**src/rcl_timer_regs.vh**
```
// Constants for the RC level-duration timer
// Assumes inclusion by src files of the rcl block only
`ifndef RCL_TIMER_REGS_VH
`define RCL_TIMER_REGS_VH
`define RCL_UNIT_CYCLES 6'd40
`define RCL_UNIT_LAST 6'd39
`define RCL_CNT_MAX 16'hffff
`define RCL_CNT_ONE 16'h0001
`define RCL_CNT_ZERO 16'h0000
`define RCL_PRE_ZERO 6'h00
`endif

```
**src/rcl_prescaler.v**
```verilog
// Timing-unit prescaler: pulses once every 40 oscillator cycles
// Assumes clk is the running oscillator; restart aligns it to a measurement start
`include "rcl_timer_regs.vh"
`default_nettype none
module rcl_prescaler (
    input wire clk,
    input wire rstSync_n,
    input wire restart,
    output reg unitTick
);
    reg [5:0] preCnt_r;

    always @(posedge clk or negedge rstSync_n)
    begin
        if (!rstSync_n)
        begin
            preCnt_r <= `RCL_PRE_ZERO;
            unitTick <= 1'b0;
        end
        else if (restart)
        begin
            preCnt_r <= `RCL_PRE_ZERO;
            unitTick <= 1'b0;
        end
        else if (preCnt_r == `RCL_UNIT_LAST)
        begin
            preCnt_r <= `RCL_PRE_ZERO;
            unitTick <= 1'b1;
        end
        else
        begin
            preCnt_r <= preCnt_r + 6'h01;
            unitTick <= 1'b0;
        end
    end
endmodule
`default_nettype wire

```
**src/rcl_timer.v**
```verilog
// RC level-duration timer: counts timing units while a pin holds a level
// Assumes pinIn is synchronous to clk and the caller precharged the capacitor
// Operation
// - On start the pin becomes an input and stays one afterward.
// - Count timing units while the sampled pin equals the target level.
// - Target level bit: 1 is high, 0 is low.
// - One unit is 10us at 4 MHz and 2us at 20 MHz.
// - Unit follows the real oscillator; no crystal setting affects it.
// - Stop in the first unit the pin no longer matches; report count.
// - Pin not at level at start returns 1.
// - Level held beyond 65535 units ends measurement and returns 0.
`include "rcl_timer_regs.vh"
`default_nettype none
module rcl_timer (
    input wire clk,
    input wire rst_n,
    input wire start,
    input wire targetLevel,
    input wire pinIn,
    output reg pinOutEn,
    output reg busy,
    output reg done,
    output reg [15:0] result
);
    // ------------------------------------------------------------
    // Reset release
    // ------------------------------------------------------------
    reg rstMeta_r;
    reg rstSync_r;

    always @(posedge clk or negedge rst_n)
    begin
        if (!rst_n)
        begin
            rstMeta_r <= 1'b0;
            rstSync_r <= 1'b0;
        end
        else
        begin
            rstMeta_r <= 1'b1;
            rstSync_r <= rstMeta_r;
        end
    end

    // ------------------------------------------------------------
    // Declarations
    // ------------------------------------------------------------
    localparam ST_IDLE = 2'b01;
    localparam ST_RUN = 2'b10;

    reg [1:0] state_r;
    reg [1:0] state_nxt;
    reg level_r;
    reg [15:0] count_r;
    reg [15:0] count_nxt;
    reg [15:0] result_nxt;
    reg done_nxt;
    reg level_nxt;
    wire unitTick;
    wire accept;

    // ------------------------------------------------------------
    // Helpers
    // ------------------------------------------------------------
    // One more timing unit
    function [15:0] unitInc;
        input [15:0] cnt;
        begin
            unitInc = cnt + `RCL_CNT_ONE;
        end
    endfunction

    function levelLost;
        input pin;
        input level;
        begin
            levelLost = (pin != level);
        end
    endfunction

    // Last count that still fits the result
    function atLimit;
        input [15:0] cnt;
        begin
            atLimit = (cnt == `RCL_CNT_MAX);
        end
    endfunction

    function isState;
        input [1:0] cur;
        input [1:0] want;
        begin
            isState = (cur == want);
        end
    endfunction

    // ------------------------------------------------------------
    // Unit prescaler
    // ------------------------------------------------------------
    assign accept = start && isState(state_r, ST_IDLE);

    rcl_prescaler uPre (
        .clk(clk),
        .rstSync_n(rstSync_r),
        .restart(accept),
        .unitTick(unitTick)
    );

    // ------------------------------------------------------------
    // Measurement control
    // ------------------------------------------------------------
    always @*
    begin
        state_nxt = state_r;
        count_nxt = count_r;
        result_nxt = result;
        done_nxt = 1'b0;
        level_nxt = level_r;
        case (state_r)
            ST_IDLE:
            begin
                if (accept)
                begin
                    level_nxt = targetLevel;
                    count_nxt = `RCL_CNT_ZERO;
                    state_nxt = ST_RUN;
                end
            end
            ST_RUN:
            begin
                if (unitTick)
                begin
                    if (levelLost(pinIn, level_r))
                    begin
                        // The unit that sees the change is counted, so a miss at start gives 1
                        if (atLimit(count_r))
                        begin
                            // A span of 65536 units does not fit and reads as a timeout
                            result_nxt = `RCL_CNT_ZERO;
                        end
                        else
                        begin
                            result_nxt = unitInc(count_r);
                        end
                        done_nxt = 1'b1;
                        state_nxt = ST_IDLE;
                    end
                    else if (atLimit(count_r))
                    begin
                        result_nxt = `RCL_CNT_ZERO;
                        done_nxt = 1'b1;
                        state_nxt = ST_IDLE;
                    end
                    else
                    begin
                        count_nxt = unitInc(count_r);
                    end
                end
            end
            default:
            begin
                state_nxt = ST_IDLE;
            end
        endcase
    end

    // ------------------------------------------------------------
    // State registers
    // ------------------------------------------------------------
    always @(posedge clk or negedge rstSync_r)
    begin
        if (!rstSync_r)
        begin
            state_r <= ST_IDLE;
            count_r <= `RCL_CNT_ZERO;
            level_r <= 1'b0;
        end
        else
        begin
            state_r <= state_nxt;
            count_r <= count_nxt;
            level_r <= level_nxt;
        end
    end

    // ------------------------------------------------------------
    // Output registers
    // ------------------------------------------------------------
    always @(posedge clk or negedge rstSync_r)
    begin
        if (!rstSync_r)
        begin
            result <= `RCL_CNT_ZERO;
            done <= 1'b0;
            busy <= 1'b0;
        end
        else
        begin
            result <= result_nxt;
            done <= done_nxt;
            busy <= isState(state_nxt, ST_RUN);
        end
    end

    // ------------------------------------------------------------
    // Pin direction
    // ------------------------------------------------------------
    // Never driven: the pin stays an input before, during and after a measurement
    always @(posedge clk or negedge rstSync_r)
    begin
        if (!rstSync_r)
        begin
            pinOutEn <= 1'b0;
        end
        else
        begin
            pinOutEn <= 1'b0;
        end
    end
endmodule
`default_nettype wire

```
**config.mk**
```make
export PLATFORM = sky130hd
export DESIGN_NAME = rcl_timer
export DESIGN_NICKNAME = d
export VERILOG_FILES = /design/src/rcl_prescaler.v /design/src/rcl_timer.v
export VERILOG_INCLUDE_DIRS = /design/src /design/src/src
export SDC_FILE = /design/constraint.sdc
export NUM_CORES = 1
export LEC_CHECK = 0
export CORE_MARGIN = 1.5
export CORE_UTILIZATION = 45
export DETAILED_ROUTE_END_ITERATION = 8
export DONT_BUFFER_PORTS = 1
export MAX_ROUTING_LAYER = met4
export SETUP_SLACK_MARGIN = 0.2
export SYNTH_ARGS = -nofsm -noshare
export SYNTH_HDL_FRONTEND = slang
export SYNTH_SLANG_ARGS = --single-unit
```
**constraint.sdc**
```tcl
create_clock -name clk -period 1.9 [get_ports clk]
set_clock_uncertainty 0.1 [all_clocks]
set_input_delay 0.19 -clock clk [delete_from_list [all_inputs] [get_ports clk]]
set_output_delay 0.19 -clock clk [all_outputs]
set_load 0.02 [all_outputs]
```
==> flow_metrics.tcl, run 1 <==
set metrics [dict create \
    outcome "complete, but fails checks" \
    violations "setup timing" \
    pwr-share-comb 0.289 \
    avgSynthCellArea_um2 10.4 \
    ys_seq_area_frac 0.506 \
    synth_enable_flop_cells 0 \
    clkSlewWorstSetupHoldPaths_ps 80 \
    crit_type "reg -> reg" \
    rr_endpoint "count_r[6]$_DFFE_PN0P_" \
    clock-sinks 46 \
    synth_warnings 0 \
    ys_top_cells_by_count "dfrtp_1 (45), nand2_1 (15), a21oi_1 (13), nand3_1 (13)" \
    wirelength_um 5510 \
    fin_crit_ps 1930 \
    fin_crit_sh 1.01 \
    finalCoreUtilization 0.615 \
    overflow 0 \
    root_buffer "clkbuf_8" \
    vias 1789 \
    power.static_leakage_nw 1.37 \
    power_w 0.00257 \
    pre_cts_ws_ps -115 \
    grt_pass1_wl_um 8670 \
    internal_power_w 0.00181 \
    power_density_mw_per_mm2 871 \
    setup_violations 10 \
    cts_buffers 5 \
    postLayoutSetupSlackWorst_ps -27.0 \
    core_area_mm2 0.00479 \
    start_kind "flip-flop" \
    vias_per_cell 5.52 \
    dpl.hpwl_um 3780 \
    fin_tns_setup_ps -97.1 \
    async_flop_share 1.00 \
    cp_max_fo 6 \
    synthToLayoutAreaGrowth_pct 29.4 \
    drc 0 \
    drv_cap 0 \
    synth_flop_cell "dfrtp_1" \
    cts_tree "built" \
    die_area_mm2 0.00549 \
    n_antenna_cell 0 \
    fmax_mhz 519 \
    report.final.slew_viol_count 0 \
    layout.cells.non_filler 324 \
    synth_top_area_cell "dfrtp_1" \
    final_layout_size_suffix_gt1_frac 0.307 \
    sw_frac_of_total 0.296 \
    synth_seq_cells 46 \
    switchingPower_w 0.000760 \
    ir_drop_mv 0.570 \
    rsz0062_at_grt "true" \
    track_usage 0.220 \
    grt_max_degree 35 \
    grt_pass1_vias 1773 \
    clock_path_buffers 2 \
    synth.distinct_cells 43 \
    synth_nets 227 \
    drt-initial-drc-count 97 \
    dr.pass1.iters 4 \
    yosysMostFrequentCell "dfrtp_1" \
    die_w_um 74.1 \
    wl_per_cell_um 17.0 \
    synth_area_mm2 0.00228 \
    grt_antenna_before_repair 0 \
    worst-r2r-cell-count 8 \
    synth_top_area_frac 0.495 \
    gp_congestion 0.862 \
    start_util 0.476 \
    cp-end-kind "flip-flop" \
    clk-insertion-delay-late_ps 300 \
    r2r_slack_ps -30 \
    hp-class "in -> async" \
    rows 25 \
    cp_data_required_time_ps 1990 \
    netlist_instances 218 \
    power_frac_seq 0.443 \
    nFillCells 384 \
    cts_max_level 2 \
    port_buffers 0 \
    dp_cells 303 \
    cp.arrival_ps 2020 \
    clkPwrFrac 0.268 \
    hold_viol 0 \
    timing.rr.start "state_r[0]$_DFF_PN1_" \
    synthTopCellsByArea "dfrtp_1 (49%), a22o_1 (4.2%), xnor2_1 (4.2%)" \
    final_nets 265 \
    io_pins 24 \
    ant_nets 0 \
    dieHeight_um 74.1 \
]
-- power by group through the flow --
stage | logic, W | registers (W) | clock network, W
after CTS | 0.000629 | 0.00113 | 0.000697
after floorplan | 0.000336 | 0.00114 | 0
after global routing | 0.000799 | 0.00115 | 0.000740
after global placement | 0.000453 | 0.00114 | 0
final | 0.000740 | 0.00114 | 0.000688
after detailed placement | 0.000484 | 0.00115 | 0
-- kinds of logic after synthesis --
group	share of synthesized area
fa+ha+maj	0.0220
simple gates	0.184
compound gates	0.156
buf+inv	0.0495
mux	0.0137
other cells	0.00330
flops	0.506
xor+xnor	0.0654
-- metrics by stage --
stage,hold WS [ps],cell area [um^2]
floorplan,-206,2320
global placement,-206,2550
detailed placement,-206,2550
CTS,12.8,2880
global route,12.0,2940
finish,23.8,2940
-- critical path: stages, from the launching register on --
cell and delay [ps]:
dfstp_2 580, inv_1 60, ha_2 210, nand2_2 110, nor3_4 60, and2_1 210
buf_4 170, a21o_1 150, a21o_1 170
-- worst max path at each step --
stage,from,to,slack (ps),depth (start not counted)
final,state_r[0]$_DFF_PN1_,count_r[6]$_DFFE_PN0P_,-30,8
after global routing,count_r[1]$_DFFE_PN0P_,result[6]$_DFFE_PN0P_,-80,7
after CTS,count_r[0]$_DFFE_PN0P_,result[9]$_DFFE_PN0P_,10,7
after detailed placement,state_r[1]$_DFF_PN0_,count_r[15]$_DFFE_PN0P_,-120,8
after global placement,state_r[1]$_DFF_PN0_,count_r[10]$_DFFE_PN0P_,-30,7
after floorplan,count_r[0]$_DFFE_PN0P_,result[10]$_DFFE_PN0P_,-70,8
-- timing repair --
action                     in CTS  in global routing
hold buffers                    3                  0
setup endpoints to repair      35                 35
pin swaps                      11                  6
gates resized for setup        34                 14
setup buffers                   7                  1
hold endpoints to repair        6                  0
cloned                          2                  0
-- sequential cells by signal, summed over array words and instances, names as in the netlist --
name and flops:
busy 1, count_r 16, done 1, level_r 1, result 16, rstMeta_r 1
rstSync_r 1, state_r 2, uPre.preCnt_r 6, uPre.unitTick 1
-- cell usage in the layout (no fill, tap or decap), types with 2 or more instances in the layout --
cell type / n
a21o_1: 8
a21oi_1: 11
a22o_1: 11
and2_1: 5
and4_1: 2
and4_4: 2
buf_12: 2
buf_4: 32
buf_6: 5
clkbuf_8: 8
conb_1: 2
dfrtp_1: 44
dlygate4sd3_1: 3
ha_4: 2
inv_1: 7
inv_2: 2
mux2i_1: 2
nand2_1: 12
nand2_2: 2
nand3_1: 13
nand4_1: 6
nor2_1: 6
nor2b_4: 3
nor3_2: 2
o21ai_0: 3
o21ai_1: 6
o21bai_1: 2
o2bb2ai_1: 5
or3_1: 5
xnor2_1: 11
xor2_1: 6
-- layout make-up --
cell class	instances	area, um^2	area share
clock buffers	8	110	0.0374
inverters	10	50.0	0.0170
multi-input cells	150	1150	0.391
flip-flops and latches	46	1150	0.392
well taps	67	83.8	0.0285
repair buffers	43	394	0.134
-- layer usage --
metal | track usage | vias up | share of wire
li1 | - | 851 | -
met1 | 0.291 | 880 | 0.48
met2 | 0.340 | 51 | 0.47
met3 | 0.0420 | 7 | 0.037
met4 | 0.0700 | 0 | 0.011
met5 | - | - | 0
(Power assumes the default switching activity.)
==> run 2: changes to the inputs <==
--- a/config.mk
+++ b/config.mk
@@ -11,6 +11,7 @@
 export DETAILED_ROUTE_END_ITERATION = 8
 export DONT_BUFFER_PORTS = 1
 export MAX_ROUTING_LAYER = met4
+export RECOVER_POWER = 100
 export SETUP_SLACK_MARGIN = 0.2
 export SYNTH_ARGS = -nofsm -noshare
 export SYNTH_HDL_FRONTEND = slang
==> flow_metrics.tcl, run 2 (synthesis gave the netlist of run 1 again) <==
set metrics [dict create \
    report.final.slew_viol_count 0 \
    grt_antenna_before_repair 0 \
    crit_type "reg -> reg" \
    pre_cts_ws_ps -115 \
    worst-r2r-cell-count 6 \
    timing.rr.start "count_r[2]$_DFFE_PN0P_" \
    hold_viol 0 \
    rows 25 \
    die_w_um 74.1 \
    root_buffer "clkbuf_8" \
    cp_data_required_time_ps 1980 \
    cp-end-kind "flip-flop" \
    clock_path_buffers 2 \
    ir_drop_mv 0.564 \
    placedInstanceArea_mm2 0.00255 \
    start_kind "flip-flop" \
    core_area_mm2 0.00479 \
    n_antenna_cell 0 \
    final_cell_mix "dfrtp_1 (45), buf_4 (32), nand3_1 (13)" \
    rsz0062_at_grt "true" \
    critPathTopFamily "simple AND/OR/NAND/NOR gates" \
    clock-sinks 46 \
    violations "setup timing" \
    layout.cells.non_filler 324 \
    worst_slew_pin_slew_ps 853 \
    postLayoutSetupSlackWorst_ps -37.4 \
    final_nets 265 \
    dieHeight_um 74.1 \
    die_area_mm2 0.00549 \
    max_stage_delay_ps 530 \
    cp_max_fo 7 \
    clk-insertion-delay-late_ps 300 \
    grt_pass1_vias 1773 \
    fin_area_mm2 0.00293 \
    hp-class "in -> async" \
    max-slew-margin-rel 0.431 \
    r2r_slack_ps -40 \
    ant_nets 0 \
    dp_cells 303 \
    gp_congestion 0.862 \
    drv_cap 0 \
    vias_per_cell 5.48 \
    setup_violations 12 \
    port_buffers 0 \
    layout.cells.most_common "dfrtp_1" \
    holdWs_ps 23.5 \
    start_util 0.476 \
    cts_tree "built" \
    slowest_stage "dfrtp_1" \
    cts_buffers 5 \
    fin_crit_sh 1.02 \
    fin_crit_ps 1940 \
    grt_max_degree 35 \
    fmax_mhz 516 \
    vias 1775 \
    cts_max_level 2 \
    drc 0 \
    dr.pass1.iters 4 \
    cp.arrival_ps 2020 \
    final_layout_size_suffix_gt1_frac 0.304 \
    rr_endpoint "result[7]$_DFFE_PN0P_" \
    outcome "complete, but fails checks" \
    power.static_leakage_nw 1.37 \
    overflow 0 \
    drt-initial-drc-count 92 \
    wl_per_cell_um 17.0 \
    synthToLayoutAreaGrowth_pct 28.6 \
    fin_tns_setup_ps -226 \
    io_pins 24 \
    power_density_mw_per_mm2 874 \
    wirelength_um 5500 \
    layout_top_registers "count_r: 16 flops, result: 16 flops, uPre.preCnt_r: 6 flops" \
    dpl.hpwl_um 3780 \
    critical_path_buf_inv_count 1 \
    path_cells "and4_4 -> nand4_4 -> nor2b_4 -> or2_4 -> buf_12 -> a22o_1" \
    clkSlewWorstSetupHoldPaths_ps 90 \
    track_usage 0.220 \
    grt_pass1_wl_um 8670 \
]
[run 2: worst max path at each step]
stage                            from                       to  slack [ps]  cells after the start
3_3_place_gp     state_r[1]$_DFF_PN0_  count_r[10]$_DFFE_PN0P_         -30                      7
2_1_floorplan  count_r[0]$_DFFE_PN0P_   result[10]$_DFFE_PN0P_         -70                      8
3_5_place_dp     state_r[1]$_DFF_PN0_  count_r[15]$_DFFE_PN0P_        -120                      8
4_1_cts        count_r[0]$_DFFE_PN0P_    result[9]$_DFFE_PN0P_          10                      7
6_report       count_r[2]$_DFFE_PN0P_    result[7]$_DFFE_PN0P_         -40                      6
5_1_grt        count_r[1]$_DFFE_PN0P_    result[6]$_DFFE_PN0P_         -80                      7
[run 2: metrics by stage]
step / total power [W] / util
after detailed placement: 0.00163 / 0.533
after floorplan: 0.00148 / -
after CTS: 0.00246 / 0.602
after global routing: 0.00268 / 0.612
final: 0.00256 / 0.612
after global placement: 0.00160 / 0.533
[run 2: cell type report]
| type | instances | area, um^2 |
|---|---|---|
| multi-input combinational | 150 | 1150 |
| tap | 67 | 83.8 |
| fill | 386 | 1860 |
| inverter | 10 | 50.0 |
| clock buffer | 8 | 110 |
| sequential | 46 | 1150 |
| timing repair buffer | 43 | 379 |
[run 2: power breakdown]
part | switching, W | leakage (nW) | internal, W
combinational | 0.000362 | 0.685 | 0.000372
sequential | 0.0000725 | 0.626 | 0.00106
clock | 0.000322 | 0.0575 | 0.000367
[run 2: metal layers]
layer / share of wire / global-route usage / routed length, um / vias to the layer above
met3: 0.038 / 0.0420 / 207 / 7
met5: 0 / - / 0 / -
met4: 0.011 / 0.0700 / 59 / 0
li1: - / - / - / 852
met1: 0.49 / 0.291 / 2680 / 867
met2: 0.46 / 0.340 / 2550 / 49
[run 2: what timing repair did]
item                                    CTS  global route
endpoints found under the setup margin   35            35
gates cloned                              2             0
buffers inserted                          7             1
endpoints found under the hold margin     6             0
hold buffers                              3             0
gates resized for setup                  34            14
pin swaps                                11             6
==> run 3: changes to the inputs <==
--- a/config.mk
+++ b/config.mk
@@ -16,3 +16,4 @@
 export SYNTH_ARGS = -nofsm -noshare
 export SYNTH_HDL_FRONTEND = slang
 export SYNTH_SLANG_ARGS = --single-unit
+export TNS_END_PERCENT = 20
==> flow_metrics.tcl, run 3 (synthesis gave the netlist of run 1 again) <==
set metrics [dict create \
    crit_type "reg -> reg" \
    grt_antenna_before_repair 0 \
    dpl.hpwl_um 3570 \
    io_pins 24 \
    cp_data_required_time_ps 1990 \
    gp_congestion 0.846 \
    rows 25 \
    ir_drop_mv 0.532 \
    outcome "finished clean" \
    fin_crit_ps 1880 \
    holdWs_ps 179 \
    grt_pass1_vias 1857 \
    port_buffers 0 \
    rsz0062_at_grt "true" \
    start_util 0.476 \
    clock-sinks 46 \
    layout_top_registers "count_r: 16 flops, result: 16 flops, uPre.preCnt_r: 6 flops" \
    cp.arrival_ps 1980 \
    hp-class "in -> reg" \
    final_cell_mix "dfrtp_1 (44), buf_4 (35), nand3_1 (13), nand2_1 (13), a21oi_1 (12)" \
    setup_violations 0 \
    cp-end-kind "flip-flop" \
    final_nets 270 \
    track_usage 0.223 \
    core_area_mm2 0.00479 \
    fin_crit_sh 0.991 \
    drv_cap 0 \
    cp_max_fo 6 \
    grt_max_degree 45 \
    power_density_mw_per_mm2 835 \
    vias_per_cell 5.49 \
    vias 1807 \
    fmax_mhz 531 \
    fin_tns_setup_ps 0 \
    die_area_mm2 0.00549 \
    overflow 0 \
    clk-insertion-delay-late_ps 300 \
    layout.cells.most_common "dfrtp_1" \
    clkSlewWorstSetupHoldPaths_ps 80 \
    die_w_um 74.1 \
    power.static_leakage_nw 1.38 \
    hold_viol 0 \
    dr.pass1.iters 5 \
    n_antenna_cell 0 \
    drt-initial-drc-count 132 \
    pre_cts_ws_ps -144 \
    grt_pass1_wl_um 8850 \
    drc 0 \
    cts_buffers 5 \
    cts_max_level 2 \
    wl_per_cell_um 16.0 \
    synthToLayoutAreaGrowth_pct 28.6 \
    final_layout_size_suffix_gt1_frac 0.282 \
    root_buffer "clkbuf_8" \
    cts_tree "built" \
    clock_path_buffers 2 \
    start_kind "flip-flop" \
    worst_slew_pin_slew_ps 1080 \
    max-slew-margin-rel 0.283 \
    finalCoreUtilization 0.612 \
    ant_nets 0 \
    wirelength_um 5270 \
    report.final.slew_viol_count 0 \
    postLayoutSetupSlackWorst_ps 16.6 \
    dieHeight_um 74.1 \
]
-- run 3: cell types whose count changed in the layout (fill, tap and decap cells not counted), sizes merged --
| cell | delta |
|---|---|
| buf | +3 |
| clkbuf | +1 |
| dlygate4sd3 | +1 |
-- run 3: area by class of cell --
| type | count | area, um^2 |
|---|---|---|
| well taps | 67 | 83.8 |
| inverters | 10 | 50.0 |
| fillers | 392 | 1860 |
| clock buffers | 8 | 80.1 |
| multi-input cells | 150 | 1140 |
| repair buffers | 48 | 415 |
| flip-flops and latches | 46 | 1150 |
-- run 3: repair_timing --
item	CTS	global route
endpoints found under the hold margin	6	2
gates resized for setup	24	23
gates cloned	2	0
endpoints found under the setup margin	35	35
hold buffers	3	1
pin swaps	10	12
buffers inserted	8	3
-- run 3: worst paths after layout --
check / startpoint / endpoint / slack, ps / depth (start not counted)
setup / recovery: count_r[0]$_DFFE_PN0P_ / result[2]$_DFFE_PN0P_ / 20 / 7
hold / removal: start / state_r[0]$_DFF_PN1_ / 180 / 4
setup reg to reg: count_r[0]$_DFFE_PN0P_ / result[2]$_DFFE_PN0P_ / 20 / 7
hold reg to reg: rstMeta_r$_DFF_PN0_ / rstSync_r$_DFF_PN0_ / 270 / 0
max in group asynchronous: rstSync_r$_DFF_PN0_ / count_r[11]$_DFFE_PN0P_ / 610 / 1
min in group asynchronous: rstSync_r$_DFF_PN0_ / result[0]$_DFFE_PN0P_ / 440 / 1
-- run 3: where the power goes --
group	total [W]	switching, W	internal, W
logic	0.000733	0.000361	0.000373
clock network	0.000576	0.000314	0.000262
registers	0.00113	0.0000701	0.00106
total	0.00244	0.000745	0.00170
-- run 3: per-layer routing --
layer	vias up	wire length [um]	part of all wire	global-route usage
li1	857	-	-	-
met1	877	2400	0.45	0.292
met2	61	2480	0.47	0.333
met4	0	135	0.026	0.0947
met5	-	0	0	-
met3	12	260	0.049	0.0501
-- run 3: through the flow --
step	cell area, um^2	total power [W]	std cells
after floorplan	2290	0.00146	218
after global placement	2540	0.00159	304
after detailed placement	2540	0.00162	304
after CTS	2820	0.00230	325
after global routing	2930	0.00257	329
final	2930	0.00244	329
-- run 3: worst max-delay path, cell delays in order, from the launching register on --
cell,delay (ps)
dfrtp_1,410
ha_4,150
and4_4,240
nand4_4,100
nor2b_4,150
or2_4,270
buf_16,150
a22o_1,200
